==> config.mk <==
export PLATFORM = sky130hd
export DESIGN_NAME = sfc_frame_channel
export DESIGN_NICKNAME = d
export VERILOG_FILES = /design/src/sfc_pkg.sv /design/src/sfc_crc_step.sv /design/src/sfc_frame_channel.sv
export SDC_FILE = /design/constraint.sdc
export NUM_CORES = 1
export LEC_CHECK = 0
export ABC_AREA = 1
export BUFFER_PORTS_ARGS = -buffer_cell sky130_fd_sc_hd__buf_2
export CAP_MARGIN = 15
export CORE_ASPECT_RATIO = 1.1
export CORE_MARGIN = 2
export CORE_UTILIZATION = 54
export CTS_CLUSTER_SIZE = 8
export DETAILED_ROUTE_END_ITERATION = 8
export GPL_TIMING_DRIVEN = 0
export PLACE_DENSITY = 0.71
export SLEW_MARGIN = 30
export SYNTH_ARGS = -nofsm -noshare
export SYNTH_HDL_FRONTEND = slang
export SYNTH_SLANG_ARGS = --single-unit
==> constraint.sdc <==
create_clock -name ref_clk_i -period 3 [get_ports ref_clk_i]
set_clock_uncertainty 0.1 [all_clocks]
set_input_delay 0.3 -clock ref_clk_i [delete_from_list [all_inputs] [get_ports ref_clk_i]]
set_output_delay 0.3 -clock ref_clk_i [all_outputs]
set_load 0.01 [all_outputs]
==> src/sfc_pkg.sv <==
// shared constants and types of the sdlc frame channel
package sfc_pkg;
    // register offsets on the plain register port
    localparam logic [2:0] ADDR_CTRL = 3'h0;
    localparam logic [2:0] ADDR_CMD = 3'h1;
    localparam logic [2:0] ADDR_TXDATA = 3'h2;
    localparam logic [2:0] ADDR_RXDATA = 3'h3;
    localparam logic [2:0] ADDR_STATUS = 3'h4;

    // control register fields
    localparam int CTRL_TX_EN = 0;
    localparam int CTRL_IDLE_FLAGS = 1;
    localparam int CTRL_ABORT_UND = 2;
    localparam int CTRL_RX_EN = 3;
    localparam int CTRL_MODE_LO = 4;
    localparam logic [7:0] CTRL_RESET = 8'h00;

    // command register bits, each a one-shot action
    localparam int CMD_TX_INT_RESET = 0;
    localparam int CMD_EOM_RESET = 1;
    localparam int CMD_ERROR_RESET = 2;
    localparam int CMD_ARM_FIRST = 3;
    localparam int CMD_HUNT = 4;
    localparam int CMD_EXT_RESET = 5;

    // status register fields
    localparam int ST_TX_EMPTY = 0;
    localparam int ST_RX_FULL = 1;
    localparam int ST_HUNT = 2;
    localparam int ST_EOM_LATCH = 3;
    localparam int ST_OVERRUN = 4;
    localparam int ST_EOF = 5;
    localparam int ST_CRC_ERR = 6;
    localparam int ST_LOCKED = 7;

    // receive interrupt modes of the interrupt_mode_control field
    localparam logic [1:0] MODE_OFF = 2'h0;
    localparam logic [1:0] MODE_FIRST = 2'h1;
    localparam logic [1:0] MODE_EVERY = 2'h2;
    localparam logic [1:0] MODE_SPECIAL = 2'h3;

    // line patterns and crc
    localparam logic [7:0] FLAG_BYTE = 8'h7E;
    localparam logic [7:0] ONES_BYTE = 8'hFF;
    localparam logic [15:0] CRC_PRESET = 16'hFFFF;
    localparam logic [15:0] CRC_POLY = 16'h8408;
    localparam logic [15:0] CRC_GOOD = 16'hF0B8;
    localparam logic [4:0] CHAR_BITS = 5'h08;
    localparam logic [4:0] CRC_BITS = 5'h10;
    localparam logic [2:0] STUFF_ONES = 3'h5;
    localparam logic [2:0] FLAG_ONES = 3'h6;

    // timing in bit-times
    localparam int TX_START_BITS = 6;
    localparam int RX_AVAIL_BITS = 11;
    localparam int RX_WINDOW_BITS = 7;
    localparam logic [2:0] RX_WINDOW_FULL = 3'(RX_WINDOW_BITS);
    localparam logic [2:0] RX_HOLD_BITS = 3'(RX_AVAIL_BITS - RX_WINDOW_BITS);

    localparam logic TX_EOM_LATCH_RESET = 1'b1;

    typedef enum logic [4:0] {
        SFC_TX_MARK = 5'b00001,
        SFC_TX_FLAG = 5'b00010,
        SFC_TX_DATA = 5'b00100,
        SFC_TX_CRC = 5'b01000,
        SFC_TX_ABORT = 5'b10000
    } sfc_tx_kind_e;
endpackage

==> src/sfc_crc_step.sv <==
// one bit step of the reflected frame check sequence
`timescale 1ns/1ps
module sfc_crc_step #(
    parameter logic [15:0] POLY = sfc_pkg::CRC_POLY
) (
    input wire logic [15:0] crc_i,
    input wire logic bit_i,
    output logic [15:0] crc_o
);
    logic feedback;
    assign feedback = crc_i[0] ^ bit_i;
    assign crc_o = {1'b0, crc_i[15:1]} ^ (feedback ? POLY : 16'h0000);
endmodule

==> src/sfc_frame_channel.sv <==
// sdlc frame channel: transmit framer, receive deframer and register port
`timescale 1ns/1ps
// Functional notes
// - transmit bits change on transmit clock fall
// - idle as marking line or repeated flags
// - buffer-to-shifter transfer raises buffer-empty interrupt
// - first frame bit leaves six bit-times later
// - buffer-empty interrupts eight to ten bit-times apart
// - both empty signals underrun as external interrupt
// - underrun sends flags if latched, else crc or abort per control
// - frame check is sixteen bits before stuffing
// - one more buffer-empty interrupt after crc
// - back-to-back frames share exactly one flag
// - marking idle sends one closing flag only
// - receive bits sampled on receive clock rise
// - receive status changes on receive clock edges
// - four receive interrupt modes offered
// - first-character mode interrupts on one character until rearmed by command
// - special-only mode gives no character interrupts
// - two-bit mode field selects the mode
// - character available eleven bit-times after last bit
// - end of frame locks buffer until error reset
module sfc_frame_channel (
    input wire logic ref_clk_i,
    input wire logic reset_n_i,
    input wire logic [2:0] addr_i,
    input wire logic [7:0] wr_data_i,
    input wire logic wr_i,
    input wire logic rd_i,
    output logic [7:0] rd_data_o,
    input wire logic transmit_bit_clock_i,
    output logic tx_data_o,
    input wire logic receive_bit_clock_i,
    input wire logic rx_data_i,
    output logic tx_int_o,
    output logic ext_int_o,
    output logic rx_int_o,
    output logic rx_dma_req_o
);
    typedef struct packed {
        logic [2:0] txc_s;
        logic txc_lvl;
        logic [2:0] rxc_s;
        logic rxc_lvl;
        logic [2:0] rxd_s;
        logic [7:0] ctrl;
        sfc_pkg::sfc_tx_kind_e tx_kind;
        logic [7:0] tx_sh;
        logic [4:0] tx_cnt;
        logic [2:0] tx_ones;
        logic [15:0] tx_crc;
        logic [5:0] tx_pipe;
        logic [7:0] tx_buf;
        logic tx_full;
        logic eom_latch;
        logic tx_int;
        logic ext_int;
        logic rx_hunt;
        logic [2:0] rx_ones;
        logic [6:0] rx_dly;
        logic [2:0] rx_dv;
        logic [7:0] rx_asm;
        logic [2:0] rx_bits;
        logic [15:0] rx_crc;
        logic rx_cd_act;
        logic [2:0] rx_cd;
        logic [7:0] rx_hold;
        logic rx_flag_pend;
        logic rx_bad_pend;
        logic [7:0] rx_buf;
        logic rx_full;
        logic rx_ovr;
        logic rx_eof;
        logic rx_crc_err;
        logic rx_locked;
        logic rx_armed;
        logic rx_first;
        logic rx_int;
        logic rx_dma;
        logic [7:0] rd_data;
    } sfc_state_s;

    sfc_state_s cur;
    sfc_state_s next;
    logic [15:0] tx_crc_next;
    logic [15:0] rx_crc_next;

    sfc_crc_step #(.POLY(sfc_pkg::CRC_POLY)) u_tx_crc (
        .crc_i(cur.tx_crc),
        .bit_i(cur.tx_sh[0]),
        .crc_o(tx_crc_next)
    );

    sfc_crc_step #(.POLY(sfc_pkg::CRC_POLY)) u_rx_crc (
        .crc_i(cur.rx_crc),
        .bit_i(cur.rx_dly[6]),
        .crc_o(rx_crc_next)
    );

    always_comb begin
        logic tx_fall;
        logic rx_rise;
        logic tx_bit;
        logic stuff;
        logic rx_d;
        logic [1:0] mode;
        logic special;
        tx_fall = 1'b0;
        rx_rise = 1'b0;
        tx_bit = 1'b1;
        stuff = 1'b0;
        rx_d = 1'b0;
        mode = 2'h0;
        special = 1'b0;
        next = cur;

        // pins pass three flops; a level counts once stages two and three agree
        next.txc_s = {cur.txc_s[1:0], transmit_bit_clock_i};
        next.rxc_s = {cur.rxc_s[1:0], receive_bit_clock_i};
        next.rxd_s = {cur.rxd_s[1:0], rx_data_i};
        if (cur.txc_s[1] == cur.txc_s[2]) begin
            next.txc_lvl = cur.txc_s[2];
        end
        if (cur.rxc_s[1] == cur.rxc_s[2]) begin
            next.rxc_lvl = cur.rxc_s[2];
        end
        tx_fall = cur.txc_lvl & ~next.txc_lvl;
        rx_rise = ~cur.rxc_lvl & next.rxc_lvl;
        // data travels the same three stages as the clock, so it is aligned
        rx_d = cur.rxd_s[2];

        // host side clears come first so that a same-cycle hardware set wins
        if (wr_i && addr_i == sfc_pkg::ADDR_CTRL) begin
            next.ctrl = wr_data_i;
        end
        if (wr_i && addr_i == sfc_pkg::ADDR_CMD) begin
            if (wr_data_i[sfc_pkg::CMD_TX_INT_RESET]) begin
                next.tx_int = 1'b0;
            end
            if (wr_data_i[sfc_pkg::CMD_EOM_RESET]) begin
                next.eom_latch = 1'b0;
            end
            if (wr_data_i[sfc_pkg::CMD_EXT_RESET]) begin
                next.ext_int = 1'b0;
            end
            if (wr_data_i[sfc_pkg::CMD_ERROR_RESET]) begin
                next.rx_eof = 1'b0;
                next.rx_locked = 1'b0;
                next.rx_ovr = 1'b0;
                next.rx_crc_err = 1'b0;
            end
            if (wr_data_i[sfc_pkg::CMD_ARM_FIRST]) begin
                next.rx_armed = 1'b1;
            end
            if (wr_data_i[sfc_pkg::CMD_HUNT]) begin
                next.rx_hunt = 1'b1;
                next.rx_dv = 3'h0;
                next.rx_bits = 3'h0;
            end
        end
        if (wr_i && addr_i == sfc_pkg::ADDR_TXDATA) begin
            next.tx_int = 1'b0;
        end
        if (rd_i && addr_i == sfc_pkg::ADDR_RXDATA) begin
            next.rx_full = 1'b0;
            next.rx_first = 1'b0;
        end

        // transmitter: one bit slot per falling edge of the transmit clock
        if (tx_fall) begin
            if (!cur.ctrl[sfc_pkg::CTRL_TX_EN]) begin
                next.tx_kind = sfc_pkg::SFC_TX_MARK;
                next.tx_sh = sfc_pkg::ONES_BYTE;
                next.tx_cnt = sfc_pkg::CHAR_BITS;
                next.tx_ones = 3'h0;
                tx_bit = 1'b1;
            end else begin
                // only data and crc count ones, so five ones left by the crc are stuffed before the flag
                stuff = cur.tx_ones == sfc_pkg::STUFF_ONES;
                if (stuff) begin
                    tx_bit = 1'b0;
                    next.tx_ones = 3'h0;
                end else begin
                    next.tx_cnt = cur.tx_cnt - 5'h01;
                    case (cur.tx_kind)
                        sfc_pkg::SFC_TX_DATA: begin
                            tx_bit = cur.tx_sh[0];
                            next.tx_sh = {1'b0, cur.tx_sh[7:1]};
                            next.tx_crc = tx_crc_next;
                            next.tx_ones = tx_bit ? cur.tx_ones + 3'h1 : 3'h0;
                        end
                        sfc_pkg::SFC_TX_CRC: begin
                            // complemented remainder, low bit first, also stuffed
                            tx_bit = ~cur.tx_crc[0];
                            next.tx_crc = {1'b1, cur.tx_crc[15:1]};
                            next.tx_ones = tx_bit ? cur.tx_ones + 3'h1 : 3'h0;
                        end
                        default: begin
                            tx_bit = cur.tx_sh[0];
                            next.tx_sh = {1'b0, cur.tx_sh[7:1]};
                            next.tx_ones = 3'h0;
                        end
                    endcase
                    if (cur.tx_cnt == 5'h01) begin
                        next.tx_cnt = sfc_pkg::CHAR_BITS;
                        next.tx_ones = (cur.tx_kind == sfc_pkg::SFC_TX_DATA ||
                                        cur.tx_kind == sfc_pkg::SFC_TX_CRC) ? next.tx_ones : 3'h0;
                        case (cur.tx_kind)
                            sfc_pkg::SFC_TX_MARK: begin
                                // a frame always opens with a flag, never straight from marking
                                if (cur.tx_full || cur.ctrl[sfc_pkg::CTRL_IDLE_FLAGS]) begin
                                    next.tx_kind = sfc_pkg::SFC_TX_FLAG;
                                    next.tx_sh = sfc_pkg::FLAG_BYTE;
                                end else begin
                                    next.tx_sh = sfc_pkg::ONES_BYTE;
                                end
                            end
                            sfc_pkg::SFC_TX_FLAG: begin
                                if (cur.tx_full) begin
                                    next.tx_kind = sfc_pkg::SFC_TX_DATA;
                                    next.tx_sh = cur.tx_buf;
                                    next.tx_full = 1'b0;
                                    next.tx_int = 1'b1;
                                    next.tx_crc = sfc_pkg::CRC_PRESET;
                                end else if (cur.ctrl[sfc_pkg::CTRL_IDLE_FLAGS]) begin
                                    next.tx_sh = sfc_pkg::FLAG_BYTE;
                                end else begin
                                    next.tx_kind = sfc_pkg::SFC_TX_MARK;
                                    next.tx_sh = sfc_pkg::ONES_BYTE;
                                end
                            end
                            sfc_pkg::SFC_TX_DATA: begin
                                if (cur.tx_full) begin
                                    next.tx_sh = cur.tx_buf;
                                    next.tx_full = 1'b0;
                                    next.tx_int = 1'b1;
                                end else begin
                                    next.ext_int = 1'b1;
                                    if (cur.eom_latch) begin
                                        next.tx_kind = sfc_pkg::SFC_TX_FLAG;
                                        next.tx_sh = sfc_pkg::FLAG_BYTE;
                                        next.tx_ones = 3'h0;
                                    end else if (cur.ctrl[sfc_pkg::CTRL_ABORT_UND]) begin
                                        next.eom_latch = 1'b1;
                                        next.tx_kind = sfc_pkg::SFC_TX_ABORT;
                                        next.tx_sh = sfc_pkg::ONES_BYTE;
                                        next.tx_ones = 3'h0;
                                    end else begin
                                        next.eom_latch = 1'b1;
                                        next.tx_kind = sfc_pkg::SFC_TX_CRC;
                                        next.tx_cnt = sfc_pkg::CRC_BITS;
                                    end
                                end
                            end
                            sfc_pkg::SFC_TX_CRC: begin
                                next.tx_kind = sfc_pkg::SFC_TX_FLAG;
                                next.tx_sh = sfc_pkg::FLAG_BYTE;
                                next.tx_int = 1'b1;
                            end
                            default: begin
                                next.tx_kind = sfc_pkg::SFC_TX_FLAG;
                                next.tx_sh = sfc_pkg::FLAG_BYTE;
                            end
                        endcase
                    end
                end
            end
            // fixed line delay: a byte loaded at slot k shows its first bit after slot k+6
            next.tx_pipe = {cur.tx_pipe[4:0], tx_bit};
        end

        // receiver: sampled on the rising edge of the receive clock only
        if (rx_rise) begin
            if (!cur.ctrl[sfc_pkg::CTRL_RX_EN]) begin
                next.rx_hunt = 1'b1;
                next.rx_dv = 3'h0;
                next.rx_bits = 3'h0;
                next.rx_cd_act = 1'b0;
                next.rx_flag_pend = 1'b0;
                next.rx_ones = 3'h0;
            end else begin
                next.rx_ones = rx_d ? ((cur.rx_ones == 3'h7) ? 3'h7 : cur.rx_ones + 3'h1) : 3'h0;
                if (cur.rx_cd_act) begin
                    next.rx_cd = cur.rx_cd - 3'h1;
                    if (cur.rx_cd == 3'h1) begin
                        next.rx_cd_act = 1'b0;
                        // a locked buffer drops the character rather than overwrite status
                        if (!cur.rx_locked) begin
                            next.rx_ovr = cur.rx_ovr | next.rx_full;
                            next.rx_buf = cur.rx_hold;
                            next.rx_full = 1'b1;
                            if (cur.rx_armed) begin
                                next.rx_first = 1'b1;
                                next.rx_armed = 1'b0;
                            end
                        end
                    end
                end
                if (!rx_d && cur.rx_ones == sfc_pkg::FLAG_ONES) begin
                    // outside hunt the window holds exactly the flag's leading seven bits; drop them
                    if (cur.rx_hunt) begin
                        next.rx_hunt = 1'b0;
                        next.ext_int = 1'b1;
                    end else if (cur.rx_bits != 3'h0 || cur.rx_cd_act || cur.rx_crc != sfc_pkg::CRC_PRESET) begin
                        next.rx_flag_pend = 1'b1;
                        next.rx_bad_pend = cur.rx_crc != sfc_pkg::CRC_GOOD;
                    end
                    next.rx_dv = 3'h0;
                    next.rx_bits = 3'h0;
                    next.rx_crc = sfc_pkg::CRC_PRESET;
                end else if (rx_d && cur.rx_ones >= sfc_pkg::FLAG_ONES) begin
                    if (!cur.rx_hunt) begin
                        next.rx_hunt = 1'b1;
                        next.ext_int = 1'b1;
                    end
                    next.rx_dv = 3'h0;
                    next.rx_bits = 3'h0;
                end else if (!rx_d && cur.rx_ones == sfc_pkg::STUFF_ONES) begin
                    next.rx_dv = cur.rx_dv;
                end else if (!cur.rx_hunt) begin
                    next.rx_dly = {cur.rx_dly[5:0], rx_d};
                    if (cur.rx_dv == sfc_pkg::RX_WINDOW_FULL) begin
                        next.rx_asm = {cur.rx_dly[6], cur.rx_asm[7:1]};
                        next.rx_crc = rx_crc_next;
                        next.rx_bits = cur.rx_bits + 3'h1;
                        if (cur.rx_bits == 3'h7) begin
                            next.rx_hold = {cur.rx_dly[6], cur.rx_asm[7:1]};
                            next.rx_cd = sfc_pkg::RX_HOLD_BITS;
                            next.rx_cd_act = 1'b1;
                        end
                    end else begin
                        next.rx_dv = cur.rx_dv + 3'h1;
                    end
                end
                // in dma modes the end of frame waits until the last byte is taken
                if (next.rx_flag_pend && !next.rx_cd_act &&
                    (!cur.ctrl[sfc_pkg::CTRL_MODE_LO] || !next.rx_full)) begin
                    next.rx_flag_pend = 1'b0;
                    next.rx_eof = 1'b1;
                    next.rx_locked = 1'b1;
                    next.rx_crc_err = cur.rx_bad_pend;
                end
            end
        end

        // a byte written here waits in the holding buffer for the next boundary
        if (wr_i && addr_i == sfc_pkg::ADDR_TXDATA) begin
            next.tx_buf = wr_data_i;
            next.tx_full = 1'b1;
        end

        // receive interrupt and dma request per mode; mode off means polling
        mode = next.ctrl[sfc_pkg::CTRL_MODE_LO +: 2];
        special = next.rx_eof | next.rx_ovr;
        case (mode)
            sfc_pkg::MODE_EVERY: next.rx_int = next.rx_full | special;
            sfc_pkg::MODE_FIRST: next.rx_int = next.rx_first | special;
            sfc_pkg::MODE_SPECIAL: next.rx_int = special;
            default: next.rx_int = 1'b0;
        endcase
        next.rx_int = next.rx_int & next.ctrl[sfc_pkg::CTRL_RX_EN];
        next.rx_dma = next.ctrl[sfc_pkg::CTRL_RX_EN] & mode[0] & next.rx_full & ~next.rx_locked;

        next.rd_data = 8'h00;
        if (rd_i) begin
            case (addr_i)
                sfc_pkg::ADDR_CTRL: next.rd_data = cur.ctrl;
                sfc_pkg::ADDR_RXDATA: next.rd_data = cur.rx_buf;
                sfc_pkg::ADDR_STATUS: next.rd_data = {cur.rx_locked, cur.rx_crc_err, cur.rx_eof, cur.rx_ovr,
                                                      cur.eom_latch, cur.rx_hunt, cur.rx_full, ~cur.tx_full};
                default: next.rd_data = 8'h00;
            endcase
        end
    end

    always_ff @(posedge ref_clk_i or negedge reset_n_i) begin
        if (!reset_n_i) begin
            cur <= '0;
            cur.txc_s <= 3'h7;
            cur.txc_lvl <= 1'b1;
            cur.ctrl <= sfc_pkg::CTRL_RESET;
            cur.tx_kind <= sfc_pkg::SFC_TX_MARK;
            cur.tx_sh <= sfc_pkg::ONES_BYTE;
            cur.tx_cnt <= sfc_pkg::CHAR_BITS;
            cur.tx_crc <= sfc_pkg::CRC_PRESET;
            cur.tx_pipe <= 6'h3F;
            cur.eom_latch <= sfc_pkg::TX_EOM_LATCH_RESET;
            cur.rx_hunt <= 1'b1;
            cur.rx_crc <= sfc_pkg::CRC_PRESET;
            cur.rx_armed <= 1'b1;
        end else begin
            cur <= next;
        end
    end

    assign rd_data_o = cur.rd_data;
    assign tx_data_o = cur.tx_pipe[5];
    assign tx_int_o = cur.tx_int;
    assign ext_int_o = cur.ext_int;
    assign rx_int_o = cur.rx_int;
    assign rx_dma_req_o = cur.rx_dma;
endmodule

==> flow_summary.ini <==
[clock_tree]
cts_buffers = 17
cts_resized = 0
clockBufferDepth = 2
cts-htree-levels = 4
cts.sinks = 153
cts_tree = yes
cts_root_buffer = clkbuf_16
clk_pin_slew_worst_paths_ns = 0.06
worstSkewPairLatency_ns = 0.43

[timing]
finalSetupViolations = 0
hold_violations = 0
min_period_ns = 2.08
rsz0062_at_grt = false
max-slew-margin-rel = 0.536
min_period_over_period = 0.694
worst_slew_pin_slew_ns = 0.693
fin_ws_ns = 0.917
slew_viol_final = 0
max_freq_mhz = 480

[setup_path]
cp_top_family = simple AND/OR/NAND/NOR gates
cp.buffers_inverters = 1
critical-path-max-stage-delay_ns = 0.37
path_cells = ha_1 > ha_1 > inv_1 > nor2_1 > nand3_2 > nand2_1 > nand2_1 > a21oi_1
cp_slowest_cell = dfrtp_1
cp_max_fo = 10
critPathKind = flop to flop
critPathLaunchType = flop
required_ns = 3.26
arrival_ns = 2.34
cp-end-kind = flop

[yosys]
yosys-top-cells-count = nand2_1, inv_1, dfrtp_1, o21ai_0, dfstp_2
synth-edff-count = 0
yosys.cell_count.top_type = nand2_1
synth_area_per_cell_um2 = 9.11
syn-cell-area_um2 = 7270
ys.flop_type = dfrtp_1
synth_warnings = 0
ys_seq_area_frac = 0.536
postSynth.asyncResetShare = 1.00
synth_fp_nets = 833
synth_top_area_frac = 0.337
synthCells = 798
ys_ff_latch = 153
yosys.cell_types.count = 51
yosys-top-cells-area = dfrtp_1, dfstp_2, nand2_1
synth_area_leader_cell = dfrtp_1

[pwr]
p_sw_mw = 1.35
switching_share = 0.262
seqPwrFrac = 0.469
power_density_nw_per_um2 = 620
power.clock.fraction = 0.423
p_int_mw = 3.79
worst_ir_drop_vdd_uv = 359
pwr-share-comb = 0.109
leakagePower_nw = 4.03

[grt]
grt-ovfl-total = 0
grt_pass1_vias = 5670
grt_pass1_wl_um = 27000
grt_antenna_before_repair = 1
grt_max_degree = 92
gr-usage-all-layers = 0.238

[routing]
viasPerCell = 5.40
drt_iter0_drc = 264
drt_pass1_iterations = 5
ant_nets = 0
wl_um = 15800
drcViolationCount = 0
wl_per_cell_um = 15.4
vias = 5532

[floorplan]
die_h_um = 126
io-pin-count = 31
start_util = 0.552
coreArea_um2 = 13200
fp-row-count = 44
die_w_um = 115
dieArea_um2 = 14400

[cells_and_area]
layout-drive-gt1-share = 0.211
utilization = 0.631
area_delta_synth_final_pct = 14.2
num_antenna_cells = 0
nNetsFinal = 886

[hold_path]
min_path_type = input pin to flop

[place]
gp_congestion = 0.919
place_hpwl_um = 11400
post-place-ws_ns = 0.789
portBuffers = 29

[run_status]
outcome = complete, no violations

[job]
drv_cap = 0
==> layer usage <==
| layer | global-route usage | vias up | wire [um] |
|---|---|---|---|
| met5 | 0 | - | 13 |
| met4 | 0.0918 | 2 | 363 |
| met3 | 0.0553 | 27 | 537 |
| met2 | 0.408 | 101 | 8140 |
| met1 | 0.293 | 2686 | 6720 |
| li1 | - | 2716 | - |
==> kinds of logic after synthesis <==
| family | count (synthesis) | share of synthesized area |
|---|---|---|
| adders and majority gates | 19 | 0.0320 |
| AOI/OAI and AO/OA | 177 | 0.140 |
| muxes | 8 | 0.0124 |
| DFF | 153 | 0.536 |
| buffers and inverters | 145 | 0.0856 |
| xor gates and xnor gates | 7 | 0.00844 |
| and+or+nand+nor | 289 | 0.185 |
==> final timing paths <==
check | slack [ns] | startpoint | end | depth (start not counted)
max reg2reg | 0.92 | cur[66] | cur[49] | 8
min in group asynchronous | 0.37 | reset_n_i | cur[119] | 2
max in group asynchronous | 1.63 | reset_n_i | cur[39] | 3
max | 0.92 | cur[66] | cur[49] | 8
min reg2reg | 0.25 | cur[144] | cur[145] | 0
min | 0.05 | wr_data_i[7] | cur[142] | 3
==> worst min-delay path, delay by kind of cell <==
| kind | cells | cell delay [ns] |
|---|---|---|
| buffers and inverters | 2 | 0.15 |
| AOI/OAI and AO/OA | 1 | 0.08 |
==> registers in the layout, indices dropped and copies added, names as in the netlist <==
register	count
cur	140
ext_int_o	1
rd_data_o	8
rx_dma_req_o	1
rx_int_o	1
tx_data_o	1
tx_int_o	1
==> per-stage QoR <==
stage                     instances  hold WS (ns)  setup TNS, ns  area, um2  total power, mW
after floorplan                 798       -0.0956              0       7270             2.79
after global placement          988         0.233         -50.59       7610             2.96
after detailed placement        989         0.236              0       7650             3.00
after CTS                      1025        0.0431              0       8300             5.18
after global routing           1025        0.0714              0       8300             5.39
final                          1025        0.0511              0       8300             5.14
==> repair_timing <==
action,4_1_cts,5_1_grt
hold buffers,4,0
setup buffers,0,0
hold endpoints to repair,51,0
endpoints found under the setup margin,0,0
==> power by group through the flow <==
stage / Combinational (mW) / Clock (mW) / Sequential (mW)
floorplan: 0.375 / 0 / 2.41
global placement: 0.525 / 0 / 2.43
detailed placement: 0.559 / 0 / 2.44
CTS: 0.567 / 2.21 / 2.41
global route: 0.651 / 2.30 / 2.43
finish: 0.559 / 2.17 / 2.41
==> cell usage in the layout (no fill, tap or decap), types with 7 or more instances in the layout <==
| cell | Yosys | final |
|---|---|---|
| nand4_1 | 7 | 7 |
| o21ai_0 | 71 | 71 |
| mux2_2 | 8 | 8 |
| nor2_1 | 40 | 40 |
| o211ai_1 | 14 | 14 |
| a22oi_1 | 7 | 7 |
| inv_1 | 111 | 111 |
| dfstp_2 | 55 | 55 |
| buf_4 | 12 | 12 |
| o21ai_1 | 12 | 12 |
| o22ai_1 | 7 | 7 |
| a21oi_1 | 48 | 48 |
| buf_2 | 9 | 37 |
| nand2_1 | 179 | 179 |
| ha_1 | 17 | 17 |
| clkbuf_16 | 0 | 18 |
| dfrtp_1 | 98 | 98 |
| nand3_1 | 32 | 32 |
==> area by class of cell <==
cell class | count | area, um2
Clock buffer | 20 | 468
Tap cell | 161 | 201
Inverter | 120 | 457
Buffer | 25 | 165
Clock inverter | 12 | 138
Timing Repair Buffer | 34 | 223
Multi-Input combinational cell | 500 | 2750
Sequential cell | 153 | 3900
Fill cell | 1095 | 4860
Note: power is estimated with default switching activity, not from simulation.
